`src/core/dacfe_pkg.sv`:
```
// constants, states and register map of the dac serial front end
// assumes one 125 MHz core clock; nothing here is synthesised by itself
package dacfe_pkg;

    // ************************************
    // serial addressing
    // ************************************
    localparam logic [6:0] ADDR_GLOBAL = 7'h73;
    localparam logic [6:0] ADDR_TABLE [9] = '{7'h10, 7'h11, 7'h12, 7'h13,
                                             7'h20, 7'h21, 7'h22, 7'h23, 7'h30};
    localparam logic [1:0] PIN_GND   = 2'h0;
    localparam logic [1:0] PIN_FLOAT = 2'h1;
    localparam logic [1:0] PIN_VCC   = 2'h2;
    localparam logic [2:0] DATA_BYTES = 3'h3;

    // ************************************
    // commands (upper nibble of first data byte)
    // ************************************
    localparam logic [3:0] CMD_WRITE    = 4'h0;
    localparam logic [3:0] CMD_UPDATE   = 4'h1;
    localparam logic [3:0] CMD_WR_UPD   = 4'h3;
    localparam logic [3:0] CMD_PWR_DOWN = 4'h4;
    localparam logic [3:0] CMD_REF_INT  = 4'h6;
    localparam logic [3:0] CMD_REF_EXT  = 4'h7;

    // ************************************
    // pin sensing timing, in core cycles
    // ************************************
    localparam logic [4:0] DET_DRV_CYC = 5'h10;
    localparam logic [4:0] DET_SMP_CYC = 5'h04;

    // ************************************
    // register map and reset values
    // ************************************
    localparam logic [3:0]  OFS_CTRL   = 4'h0;
    localparam logic [3:0]  OFS_STATUS = 4'h4;
    localparam logic [3:0]  OFS_CODE   = 4'h8;
    localparam logic        CTRL_EN_RST = 1'b1;
    localparam logic [1:0]  RESP_OKAY   = 2'h0;
    localparam logic [1:0]  RESP_SLVERR = 2'h2;

    typedef enum logic [4:0] {
        ST_IDLE = 5'b00001,
        ST_ADDR = 5'b00010,
        ST_DATA = 5'b00100,
        ST_ACK  = 5'b01000,
        ST_IGN  = 5'b10000
    } dacfe_st_e;

    typedef enum logic [4:0] {
        DT_DRVHI = 5'b00001,
        DT_SMPHI = 5'b00010,
        DT_DRVLO = 5'b00100,
        DT_SMPLO = 5'b01000,
        DT_DONE  = 5'b10000
    } dacfe_dt_e;

endpackage

```
`src/core/dacfe_top.sv`:
```
// write-only two-wire serial slave front end of a single voltage dac
// assumes scl, sda, address pins and ref select are asynchronous pins,
// sda and address pins resolved outside from out/oe, registers via AXI4-Lite
//
// Functional notes
// - sda falling while scl high is start
// - sda rising while scl high is stop
// - sample data on rising scl
// - sda released while receiving, low only acking
// - ack low through whole ack high period
// - never ack a read address
// - each address pin sensed as three states
// - two-pin address table
// - single-pin address table
// - global address also accepted
// - drive address pins to sense floating
// - zero variant resets code to zero
// - mid variant resets code to mid-scale
// - ref select pin picks power-up reference in single-pin variant; two-pin powers up internal
// - ref select ignored after power-up
// - hold n-bit code driving the output
// - ack three bytes then execute command
// - bytes past third left unacknowledged
`timescale 1ns/100ps
module dacfe_top #(
    parameter int N         = 12,
    parameter bit TWO_PIN   = 1'b1,
    parameter bit MID_RESET = 1'b0
) (
    // clock and reset
    input  wire  logic         clock,
    input  wire  logic         resetn,
    // serial bus
    input  wire  logic         scl_i,
    input  wire  logic         sda_i,
    output logic               sda_o,
    output logic               sda_oe,
    // address select and reference select pins
    input  wire  logic         addr_sel_pin0_i,
    output logic               addr_sel_pin0_o,
    output logic               addr_sel_pin0_oe,
    input  wire  logic         addr_sel_pin1_i,
    output logic               addr_sel_pin1_o,
    output logic               addr_sel_pin1_oe,
    input  wire  logic         ref_sel_i,
    // dac state
    output logic [N-1:0]       dac_code,
    output logic               dac_pd,
    output logic               ref_internal,
    // AXI4-Lite slave
    input  wire  logic [3:0]   awaddr,
    input  wire  logic         awvalid,
    output logic               awready,
    input  wire  logic [31:0]  wdata,
    input  wire  logic [3:0]   wstrb,
    input  wire  logic         wvalid,
    output logic               wready,
    output logic [1:0]         bresp,
    output logic               bvalid,
    input  wire  logic         bready,
    input  wire  logic [3:0]   araddr,
    input  wire  logic         arvalid,
    output logic               arready,
    output logic [31:0]        rdata,
    output logic [1:0]         rresp,
    output logic               rvalid,
    input  wire  logic         rready
);
    import dacfe_pkg::*;

    localparam logic [N-1:0] RST_CODE = MID_RESET ? N'(1) << (N-1) : '0;

    // ************************************
    // pin synchronisers
    // ************************************
    logic [1:0] scl_m, sda_m, p0_m, p1_m, rs_m;
    logic       scl_d;
    logic       sda_d;
    always_ff @(posedge clock or negedge resetn) begin
        if (!resetn) begin
            scl_m <= 2'h3;
            sda_m <= 2'h3;
            p0_m  <= 2'h0;
            p1_m  <= 2'h0;
            rs_m  <= 2'h0;
            scl_d <= 1'b1;
            sda_d <= 1'b1;
        end else begin
            scl_m <= {scl_m[0], scl_i};
            sda_m <= {sda_m[0], sda_i};
            p0_m  <= {p0_m[0], addr_sel_pin0_i};
            p1_m  <= {p1_m[0], addr_sel_pin1_i};
            rs_m  <= {rs_m[0], ref_sel_i};
            scl_d <= scl_m[1];
            sda_d <= sda_m[1];
        end
    end

    logic scl_s, sda_s, scl_rise, scl_fall, start_det, stop_det;
    assign scl_s     = scl_m[1];
    assign sda_s     = sda_m[1];
    assign scl_rise  = scl_s & ~scl_d;
    assign scl_fall  = ~scl_s & scl_d;
    assign start_det = scl_s & scl_d & sda_d & ~sda_s;
    assign stop_det  = scl_s & scl_d & ~sda_d & sda_s;

    // ************************************
    // register bus
    // ************************************
    logic        awready_r, awready_nxt, wready_r, wready_nxt;
    logic        aw_got_r, aw_got_nxt, w_got_r, w_got_nxt;
    logic        bvalid_r, bvalid_nxt, arready_r, arready_nxt, rvalid_r, rvalid_nxt;
    logic [3:0]  awaddr_r, awaddr_nxt;
    logic [3:0]  wstrb_r, wstrb_nxt;
    logic [31:0] wdata_r, wdata_nxt, rdata_r, rdata_nxt;
    logic [1:0]  bresp_r, bresp_nxt, rresp_r, rresp_nxt;
    logic        en_r, en_nxt;
    logic [31:0] status_w, code_w;

    logic [N-1:0] dac_r, dac_nxt, inp_r, inp_nxt;
    logic         pd_r, pd_nxt, refi_r, refi_nxt;
    logic [6:0]   own_addr_r, own_addr_nxt;
    dacfe_dt_e    dt_r, dt_nxt;

    assign status_w = {21'h0, pd_r, refi_r, (dt_r == DT_DONE), 1'b0, own_addr_r};
    assign code_w   = {16'(inp_r), 16'(dac_r)};

    always_comb begin
        awready_nxt = awready_r;
        wready_nxt  = wready_r;
        aw_got_nxt  = aw_got_r;
        w_got_nxt   = w_got_r;
        awaddr_nxt  = awaddr_r;
        wdata_nxt   = wdata_r;
        wstrb_nxt   = wstrb_r;
        bvalid_nxt  = bvalid_r;
        bresp_nxt   = bresp_r;
        arready_nxt = arready_r;
        rvalid_nxt  = rvalid_r;
        rdata_nxt   = rdata_r;
        rresp_nxt   = rresp_r;
        en_nxt      = en_r;
        if (awvalid && awready_r) begin
            aw_got_nxt  = 1'b1;
            awaddr_nxt  = awaddr;
            awready_nxt = 1'b0;
        end
        if (wvalid && wready_r) begin
            w_got_nxt  = 1'b1;
            wdata_nxt  = wdata;
            wstrb_nxt  = wstrb;
            wready_nxt = 1'b0;
        end
        if (aw_got_r && w_got_r) begin
            aw_got_nxt = 1'b0;
            w_got_nxt  = 1'b0;
            bvalid_nxt = 1'b1;
            bresp_nxt  = RESP_OKAY;
            if (awaddr_r == OFS_CTRL) begin
                if (wstrb_r[0]) begin
                    en_nxt = wdata_r[0];
                end
            end else if (awaddr_r != OFS_STATUS && awaddr_r != OFS_CODE) begin
                bresp_nxt = RESP_SLVERR;
            end
        end
        if (bvalid_r && bready) begin
            bvalid_nxt  = 1'b0;
            awready_nxt = 1'b1;
            wready_nxt  = 1'b1;
        end
        if (arvalid && arready_r) begin
            arready_nxt = 1'b0;
            rvalid_nxt  = 1'b1;
            rresp_nxt   = RESP_OKAY;
            unique case (araddr)
                OFS_CTRL:   rdata_nxt = {31'h0, en_r};
                OFS_STATUS: rdata_nxt = status_w;
                OFS_CODE:   rdata_nxt = code_w;
                default: begin
                    rdata_nxt = 32'h0;
                    rresp_nxt = RESP_SLVERR;
                end
            endcase
        end
        if (rvalid_r && rready) begin
            rvalid_nxt  = 1'b0;
            arready_nxt = 1'b1;
        end
    end

    always_ff @(posedge clock or negedge resetn) begin
        if (!resetn) begin
            awready_r <= 1'b1;
            wready_r  <= 1'b1;
            aw_got_r  <= 1'b0;
            w_got_r   <= 1'b0;
            awaddr_r  <= 4'h0;
            wdata_r   <= 32'h0;
            wstrb_r   <= 4'h0;
            bvalid_r  <= 1'b0;
            bresp_r   <= RESP_OKAY;
            arready_r <= 1'b1;
            rvalid_r  <= 1'b0;
            rdata_r   <= 32'h0;
            rresp_r   <= RESP_OKAY;
            en_r      <= CTRL_EN_RST;
        end else begin
            awready_r <= awready_nxt;
            wready_r  <= wready_nxt;
            aw_got_r  <= aw_got_nxt;
            w_got_r   <= w_got_nxt;
            awaddr_r  <= awaddr_nxt;
            wdata_r   <= wdata_nxt;
            wstrb_r   <= wstrb_nxt;
            bvalid_r  <= bvalid_nxt;
            bresp_r   <= bresp_nxt;
            arready_r <= arready_nxt;
            rvalid_r  <= rvalid_nxt;
            rdata_r   <= rdata_nxt;
            rresp_r   <= rresp_nxt;
            en_r      <= en_nxt;
        end
    end

    // ************************************
    // pin sensing and dac state
    // ************************************
    // a floating pin keeps the level last driven; a tied pin does not
    logic [4:0]  dcnt_r, dcnt_nxt;
    logic [1:0]  hi_r, hi_nxt;
    logic        pin_o_r, pin_o_nxt, pin_oe_r, pin_oe_nxt;
    logic        exec_r;
    logic [23:0] word_r;
    logic [1:0]  c0, c1;
    logic [3:0]  idx;

    always_comb begin
        dt_nxt       = dt_r;
        dcnt_nxt     = dcnt_r + 5'h1;
        hi_nxt       = hi_r;
        pin_o_nxt    = pin_o_r;
        pin_oe_nxt   = pin_oe_r;
        own_addr_nxt = own_addr_r;
        dac_nxt      = dac_r;
        inp_nxt      = inp_r;
        pd_nxt       = pd_r;
        refi_nxt     = refi_r;
        c0  = {p0_m[1], hi_r[0]} == 2'b11 ? PIN_VCC :
              {p0_m[1], hi_r[0]} == 2'b00 ? PIN_GND : PIN_FLOAT;
        c1  = {p1_m[1], hi_r[1]} == 2'b11 ? PIN_VCC :
              {p1_m[1], hi_r[1]} == 2'b00 ? PIN_GND : PIN_FLOAT;
        idx = TWO_PIN ? 4'(c1) * 4'h3 + 4'(c0) : 4'(c0);
        unique case (dt_r)
            DT_DRVHI: if (dcnt_r == DET_DRV_CYC) begin
                dt_nxt     = DT_SMPHI;
                dcnt_nxt   = 5'h0;
                pin_oe_nxt = 1'b0;
            end
            DT_SMPHI: if (dcnt_r == DET_SMP_CYC) begin
                dt_nxt     = DT_DRVLO;
                dcnt_nxt   = 5'h0;
                hi_nxt     = {p1_m[1], p0_m[1]};
                pin_o_nxt  = 1'b0;
                pin_oe_nxt = 1'b1;
            end
            DT_DRVLO: if (dcnt_r == DET_DRV_CYC) begin
                dt_nxt     = DT_SMPLO;
                dcnt_nxt   = 5'h0;
                pin_oe_nxt = 1'b0;
            end
            DT_SMPLO: if (dcnt_r == DET_SMP_CYC) begin
                dt_nxt       = DT_DONE;
                own_addr_nxt = ADDR_TABLE[idx];
                refi_nxt     = TWO_PIN ? 1'b1 : rs_m[1];
            end
            DT_DONE: dcnt_nxt = dcnt_r;
        endcase
        if (exec_r) begin
            unique case (word_r[23:20])
                CMD_WRITE:    inp_nxt = word_r[15 -: N];
                CMD_UPDATE: begin
                    dac_nxt = inp_r;
                    pd_nxt  = 1'b0;
                end
                CMD_WR_UPD: begin
                    inp_nxt = word_r[15 -: N];
                    dac_nxt = word_r[15 -: N];
                    pd_nxt  = 1'b0;
                end
                CMD_PWR_DOWN: pd_nxt   = 1'b1;
                CMD_REF_INT:  refi_nxt = 1'b1;
                CMD_REF_EXT:  refi_nxt = 1'b0;
                default: ;
            endcase
        end
    end

    always_ff @(posedge clock or negedge resetn) begin
        if (!resetn) begin
            dt_r       <= DT_DRVHI;
            dcnt_r     <= 5'h0;
            hi_r       <= 2'h0;
            pin_o_r    <= 1'b1;
            pin_oe_r   <= 1'b1;
            own_addr_r <= ADDR_TABLE[0];
            dac_r      <= RST_CODE;
            inp_r      <= RST_CODE;
            pd_r       <= 1'b0;
            refi_r     <= 1'b0;
        end else begin
            dt_r       <= dt_nxt;
            dcnt_r     <= dcnt_nxt;
            hi_r       <= hi_nxt;
            pin_o_r    <= pin_o_nxt;
            pin_oe_r   <= pin_oe_nxt;
            own_addr_r <= own_addr_nxt;
            dac_r      <= dac_nxt;
            inp_r      <= inp_nxt;
            pd_r       <= pd_nxt;
            refi_r     <= refi_nxt;
        end
    end

    // ************************************
    // serial slave
    // ************************************
    dacfe_st_e   st_r, st_nxt;
    logic [2:0]  bit_r, bit_nxt, byte_r, byte_nxt;
    logic [7:0]  sh_r, sh_nxt;
    logic        pend_r, pend_nxt, ackgo_r, ackgo_nxt, xpend_r, xpend_nxt;
    logic        oe_r, oe_nxt, exec_nxt;
    logic [23:0] word_nxt;
    logic [7:0]  rx_byte;

    assign rx_byte = {sh_r[6:0], sda_s};

    always_comb begin
        st_nxt    = st_r;
        bit_nxt   = bit_r;
        byte_nxt  = byte_r;
        sh_nxt    = sh_r;
        pend_nxt  = pend_r;
        ackgo_nxt = ackgo_r;
        xpend_nxt = xpend_r;
        oe_nxt    = oe_r;
        word_nxt  = word_r;
        exec_nxt  = 1'b0;
        if (start_det) begin
            st_nxt    = ST_ADDR;
            bit_nxt   = 3'h0;
            byte_nxt  = 3'h0;
            pend_nxt  = 1'b0;
            xpend_nxt = 1'b0;
            oe_nxt    = 1'b0;
        end else if (stop_det) begin
            st_nxt    = ST_IDLE;
            bit_nxt   = 3'h0;
            byte_nxt  = 3'h0;
            pend_nxt  = 1'b0;
            xpend_nxt = 1'b0;
            oe_nxt    = 1'b0;
        end else if (scl_rise && (st_r == ST_ADDR || st_r == ST_DATA)) begin
            sh_nxt  = rx_byte;
            bit_nxt = bit_r + 3'h1;
            if (bit_r == 3'h7) begin
                pend_nxt = 1'b1;
                if (st_r == ST_ADDR) begin
                    // reads and foreign addresses drop to ignore: no ack
                    ackgo_nxt = 1'b1;
                    if (!en_r || dt_r != DT_DONE || rx_byte[0] ||
                        (rx_byte[7:1] != own_addr_r &&
                         rx_byte[7:1] != ADDR_GLOBAL)) begin
                        st_nxt   = ST_IGN;
                        pend_nxt = 1'b0;
                    end
                end else if (byte_r < DATA_BYTES) begin
                    ackgo_nxt = 1'b1;
                    word_nxt  = {word_r[15:0], rx_byte};
                    byte_nxt  = byte_r + 3'h1;
                    xpend_nxt = (byte_r == DATA_BYTES - 3'h1);
                end else begin
                    ackgo_nxt = 1'b0;
                end
            end
        end else if (scl_fall && pend_r) begin
            st_nxt   = ST_ACK;
            pend_nxt = 1'b0;
            oe_nxt   = ackgo_r;
        end else if (scl_fall && st_r == ST_ACK) begin
            st_nxt    = ST_DATA;
            oe_nxt    = 1'b0;
            exec_nxt  = xpend_r;
            xpend_nxt = 1'b0;
        end
    end

    always_ff @(posedge clock or negedge resetn) begin
        if (!resetn) begin
            st_r    <= ST_IDLE;
            bit_r   <= 3'h0;
            byte_r  <= 3'h0;
            sh_r    <= 8'h0;
            pend_r  <= 1'b0;
            ackgo_r <= 1'b0;
            xpend_r <= 1'b0;
            oe_r    <= 1'b0;
            word_r  <= 24'h0;
            exec_r  <= 1'b0;
        end else begin
            st_r    <= st_nxt;
            bit_r   <= bit_nxt;
            byte_r  <= byte_nxt;
            sh_r    <= sh_nxt;
            pend_r  <= pend_nxt;
            ackgo_r <= ackgo_nxt;
            xpend_r <= xpend_nxt;
            oe_r    <= oe_nxt;
            word_r  <= word_nxt;
            exec_r  <= exec_nxt;
        end
    end

    // ************************************
    // outputs, all registered except the constant sda_o
    // ************************************
    assign sda_o            = 1'b0; // open drain: only the enable moves
    assign sda_oe           = oe_r;
    assign addr_sel_pin0_o  = pin_o_r;
    assign addr_sel_pin0_oe = pin_oe_r;
    assign addr_sel_pin1_o  = pin_o_r;
    assign addr_sel_pin1_oe = pin_oe_r & TWO_PIN;
    assign dac_code         = dac_r;
    assign dac_pd           = pd_r;
    assign ref_internal     = refi_r;
    assign awready          = awready_r;
    assign wready           = wready_r;
    assign bvalid           = bvalid_r;
    assign bresp            = bresp_r;
    assign arready          = arready_r;
    assign rvalid           = rvalid_r;
    assign rdata            = rdata_r;
    assign rresp            = rresp_r;
endmodule

```
`config.mk`:
```
export PLATFORM = sky130hd
export DESIGN_NAME = dacfe_top
export DESIGN_NICKNAME = d
export VERILOG_FILES = /design/src/core/dacfe_pkg.sv /design/src/core/dacfe_top.sv
export SDC_FILE = /design/constraint.sdc
export NUM_CORES = 1
export LEC_CHECK = 0
export ABC_AREA = 1
export CAP_MARGIN = 15
export CORE_ASPECT_RATIO = 1.2
export CORE_MARGIN = 3
export CORE_UTILIZATION = 60
export CTS_CLUSTER_SIZE = 10
export DETAILED_ROUTE_END_ITERATION = 16
export DONT_BUFFER_PORTS = 1
export HOLD_SLACK_MARGIN = 0.06
export PLACE_DENSITY = 0.73
export SETUP_SLACK_MARGIN = 0.02
export SLEW_MARGIN = 25
export SYNTH_ARGS = -nofsm -noshare
export SYNTH_HDL_FRONTEND = slang
export SYNTH_SLANG_ARGS = --single-unit
```
`constraint.sdc`:
```
create_clock -name clock -period 2.7 [get_ports clock]
set_clock_uncertainty 0.2 [all_clocks]
set_input_delay 0 -clock clock [delete_from_list [all_inputs] [get_ports clock]]
set_output_delay 0 -clock clock [all_outputs]
set_load 0.05 [all_outputs]
```
-- Yosys cells after proc, flatten, opt, wreduce, memory -nomap -nowiden
Memory sizes are Yosys's and may differ from the RTL's. A register that Yosys moved wholly into a read port is not among the register bits.
Index checks and enable logic that the tools add are counted.
- memory bits (read-only): 112
- register bits: 147
- memories: 1
- memories (memory ; words ; width ; read ports ; clocked after Yosys merged registers in ; write ports ; line ; text):
    (name not given) ; 16 ; 7 ; 1 ; 1 ; 0 ; dacfe_top.sv:274 ; own_addr_nxt = ADDR_TABLE[idx];
- magnitude comparators: 1
- add/subtract/negate cells: 4
- eq/ne operators: 39
- multiply operators: 1
- reduce and logical (&&, ||, !) cells: 59
- mux-type cells: 82
- bitwise logic cells: 15
- operator list (cell ; number):
    28-bit case mux with 3 select lines ; 1
    5-bit two-way mux ; 14
    1-bit two-way mux ; 47
    3-bit two-way mux ; 9
    12-bit case mux with 2 select lines ; 1
    5-bit case mux with 4 select lines ; 1
    2-bit nonzero test ; 9
    4-bit by 3-bit equality test with 1-bit output, second input constant ; 4
    4-bit by 3-bit inequality test with 1-bit output, second input constant ; 4
    4-bit inequality test, second input constant ; 4
    4-bit nonzero test ; 4
    5-bit by 3-bit equality test with 1-bit output, second input constant ; 3
    5-bit case mux with 3 select lines ; 1
    2-bit AND reduction ; 7
    4-bit logical NOT ; 3
    4-bit AND reduction ; 3
    1-bit logical AND ; 11
    5-bit by 2-bit equality test with 1-bit output, second input constant ; 2
    5-bit by 4-bit equality test with 1-bit output, second input constant ; 2
    5-bit equality test, second input constant ; 2
    2-bit two-way mux ; 5
    5-bit AND reduction ; 2
    3-bit AND reduction ; 3
    3-bit nonzero test ; 3
    29 further kinds ; 56

-- Depth between registers and ports, before layout
- word-level depth: 10
- mapped depth: 12
- gate-level depth less buffers: 12

-- Worst setup path after synthesis
Ideal clock, no wire load.
- kind: register -> register
- start point: register p1_m[1]
- end point: register own_addr_r[4]
- setup slack: 0.692 ns
- cell stages (with the launch flop): 10
- data arrival time: 1.722 ns
- buffers on the path: 0
- clock period less this slack: 2.008 ns
- setup time: 0.086 ns
- required time: 2.414 ns
- path through: dfrtp_1 > inv_1 > ha_1 > inv_1 > ha_1 > ha_1 > inv_1 > fa_1 > o21ai_0 > o21ai_0
- word-level cells in the longest chain between the ends: 6
- elaborated cells on any way between the ends: 7
- classes of those cells: add/sub (1); mul (1); eq/ne (1); mux (2); bitwise (1); reduce/logical (1)
- RTL lines (what ; line ; text):
    from (decl) ; dacfe_top.sv:76 ; logic [1:0] scl_m, sda_m, p0_m, p1_m, rs_m;
    from (signal assigned) ; dacfe_top.sv:92 ; p1_m <= {p1_m[0], addr_sel_pin1_i};
    2-bit logical NOT ; dacfe_top.sv:252 ; {p1_m[1], hi_r[1]} == 2'b00 ? PIN_GND : PIN_FLOAT;
    1-bit two-way mux ; dacfe_top.sv:252 ;
    2-bit two-way mux (*) ; dacfe_top.sv:251 ; c1 = {p1_m[1], hi_r[1]} == 2'b11 ? PIN_VCC :
    2-bit by 2-bit multiplier with 4-bit output (*) ; dacfe_top.sv:253 ; idx = TWO_PIN ? 4'(c1) * 4'h3 + 4'(c0) : 4'(c0);
    4-bit by 2-bit adder with 4-bit output (*) ; dacfe_top.sv:253 ;
    4-bit NOT with 5-bit output (not written as such) (*) ; dacfe_top.sv:274 ;
    to (decl) ; dacfe_top.sv:122 ; logic [6:0] own_addr_r, own_addr_nxt;
Every way passes the cells marked *; elsewhere a longest branch is shown, timed or not.
A chain may end at the register's enable or synchronous reset.

-- Worst setup path after layout
- start point: register arready_r, in the netlist arready
- end point: register rresp_r[1], in the netlist rresp[1]
- word-level cells in the longest chain between the ends: 1
- RTL lines (what ; line ; text):
    from (decl) ; dacfe_top.sv:112 ; logic bvalid_r, bvalid_nxt, arready_r, arready_nxt, rvalid_r, rvalid_nxt;
    from (signal assigned) ; dacfe_top.sv:218 ; arready_r <= arready_nxt;
    1-bit logical AND ; dacfe_top.sv:172 ; if (arvalid && arready_r) begin
    to (signal assigned) ; dacfe_top.sv:221 ; rresp_r <= rresp_nxt;
    to (decl) ; dacfe_top.sv:116 ; logic [1:0] bresp_r, bresp_nxt, rresp_r, rresp_nxt;
No other way between the ends.

==> impl_metrics.ini <==
[status]
status = complete, but fails checks
violations = negative hold slack

[yosys]
synthCells = 697
ys_seq_elements = 137
synth_top_area_frac = 0.495
yosysMostFrequentCell = nand2_1
seq_area_frac_synth = 0.559
synth_area_mm2 = 0.00617
synth_area_leaders = dfrtp_1 (50%), nand2_1 (11%), dfstp_2 (6.4%), inv_1 (6.2%), o21ai_0 (4.8%)
async_flop_share = 1.00
ys_warn_count = 0
synth_area_leader_cell = dfrtp_1
syn_avg_cell_area_um2 = 8.85
synth_cell_types = 39
synthTopCellsByCount = nand2_1 (179), dfrtp_1 (122), inv_1 (102)
synth_flop_cell = dfrtp_1
synth_edf_count = 0

[global_route]
grt_pass1_vias = 4625
grt_max_degree = 138
grt_pass1_wl_um = 21700
antenna_found_initial = 0
gr-total-overflow = 0
grtUsageTotal = 0.236

[floorplanning]
ios = 117
die_area_mm2 = 0.0115
start_util = 0.632
die_h_um = 117
die_x_um = 98.5
coreArea_mm2 = 0.00976
num_rows = 39

[clock_tree]
cts.sinks = 137
cts-htree-levels = 4
cts-root-buf = clkbuf_16
postCtsHoldBufs = 33
clk_latency_ps = 410
clockBufferDepth = 2
cts_buffers = 17
path_clk_slew_ps = 60
cts_tree = built

[job]
drv_cap = 0

[drt]
drc = 0
route.detailed.wl_per_inst_um = 15.0
ant_nets = 0
first_iter_violations = 360
vias = 4656
finalWirelength_um = 13000
firstDrtPassIters = 5
post_drt_via_cell_ratio = 5.38

[cells_and_area]
n_antenna_cell = 0
stdcell_count = 865
regArea_mm2 = 0.00345
area_growth_pct = 16.5
drive_above_1_share = 0.105
multi_input_area_mm2 = 0.00214
fill_cells = 681
final_nets = 799
post-route-util = 0.736

[setup_path]
cp-end-kind = flop
reg2reg_to = rresp[1]$_DFFE_PN0P_
cp_slowest_stage_delay_ps = 580
critPathTopFamily = buffers and inverters
critPathMaxFanout = 18
crit_required_ps = 2790
rr_worst_depth = 5
worstPathCellList = nand2_1 -> clkinv_1 -> nor2_1 -> a31oi_1 -> dlygate4sd3_1
cp-start-kind = flop
reg2reg_from = arready$_DFFE_PN1P_
slowest_stage = dlygate4sd3_1
cp.arrival_ps = 2460
path_buf_inv = 2
reg2reg_slack_ps = 330
path_class = reg2reg

[power_and_ir_drop]
peakVddDrop_mv = 0.628
p_per_area_mw_per_mm2 = 796
p_leak_nw = 3.40
power_mw = 5.72

[timing]
slew_viol_final = 0
hold_viol = 137
period_minus_slack_ps = 2370
maxClockFrequency_mhz = 422
setup_viol = 0
holdWs_ps = -918
rsz0062_at_grt = false
tightestPinTransition_ps = 804
fin_setup_tns_ps = 0
relSlewSlack = 0.463
finalCritPeriodShare = 0.878

[hold_path]
hold_path.class = in2async

[placed_design]
hpwlAfterDp_um = 8430
dp.cells = 801
place.gp.congestion = 0.843
io_buffers = 0
==> power breakdown <==
group | switching, mW | total [mW] | internal (mW)
Sequential | 0.290 | 2.54 | 2.25
Combinational | 0.372 | 0.579 | 0.208
Clock | 0.850 | 2.60 | 1.75
Total | 1.51 | 5.72 | 4.21
==> layout make-up <==
class                   count  area share
clock buffers              19      0.0617
clock inverters            12      0.0310
inverters                 109      0.0569
multi-input cells         427       0.298
flip-flops and latches    137       0.480
well taps                 123      0.0214
repair buffers             38      0.0512
==> per-stage QoR <==
stage / hold WS, ps / area, um2 / setup WS (ps)
2_1_floorplan: -496 / 6200 / 692
3_3_place_gp: -493 / 6190 / 631
3_5_place_dp: -493 / 6190 / 605
4_1_cts: -930 / 7180 / 383
5_1_grt: -938 / 7180 / 209
6_report: -918 / 7180 / 329
==> worst max-delay path by stage <==
stage	startpoint	to	slack (ps)	cells after the start
floorplan	p1_m[1]$_DFF_PN0_	own_addr_r[4]$_DFFE_PN1P_	690	9
global placement	p1_m[1]$_DFF_PN0_	own_addr_r[4]$_DFFE_PN1P_	630	9
detailed placement	hi_r[1]$_DFFE_PN0P_	own_addr_r[4]$_DFFE_PN1P_	610	8
CTS	araddr[0]	rdata[0]$_DFFE_PN0P_	380	8
global route	arready$_DFFE_PN1P_	rresp[1]$_DFFE_PN0P_	210	5
finish	arready$_DFFE_PN1P_	rresp[1]$_DFFE_PN0P_	330	5
==> layer usage <==
metal / GRT usage / share of wire
met4: 0.0774 / 0.016
met5: 0 / 0
met2: 0.419 / 0.52
met3: 0.0658 / 0.058
met1: 0.281 / 0.41
==> sequential cells by signal (all words and copies together), names as in the netlist, 2 cells and up <==
name / cells
word_r: 20
inp_r: 12
byte_r: 3
dac_code: 12
scl_m: 2
awaddr_r: 4
dcnt_r: 5
dt_r: 5
p0_m: 2
own_addr_r: 4
rdata: 24
st_r: 5
hi_r: 2
sh_r: 7
sda_m: 2
p1_m: 2
bit_r: 3
==> cells by family after synthesis <==
kind of cell / Yosys count / synth area share
and+or+nand+nor: 260 / 0.184
buffers and inverters: 143 / 0.0998
AOI/OAI and AO/OA: 141 / 0.125
DFF: 137 / 0.559
adders and majority gates: 13 / 0.0276
other: 1 / 0.000608
xor gates and xnor gates: 1 / 0.00142
muxes: 1 / 0.00183
==> timing repair <==
action,4_1_cts,5_1_grt
endpoints found under the hold margin,179,137
buffers inserted,0,0
resized for setup,0,0
==> cells in the final DEF (no fill, tap or decap), types with 2 or more instances in the layout <==
master / Yosys / layout
clkinv_4: 0 / 2
clkinv_2: 0 / 2
o22ai_1: 22 / 22
nor2_2: 5 / 5
clkinvlp_4: 0 / 2
a21oi_1: 22 / 22
o21ai_1: 22 / 22
nand2_2: 5 / 5
dfstp_2: 15 / 15
ha_1: 12 / 12
o21ai_0: 59 / 59
conb_1: 1 / 11
nand3_2: 2 / 2
dlygate4sd3_1: 0 / 33
nand4_1: 6 / 6
nor2_4: 4 / 4
nand2_1: 179 / 179
a31oi_1: 3 / 3
buf_4: 17 / 5
nor3_1: 2 / 2
a22o_1: 2 / 2
inv_2: 6 / 6
nand2_4: 2 / 2
inv_1: 102 / 102
clkbuf_16: 0 / 17
nor2_1: 32 / 32
nand3_1: 18 / 18
o31ai_1: 8 / 8
bufinv_16: 0 / 6
dfrtp_1: 122 / 122
No activity file was read; power rests on OpenSTA's default activity.
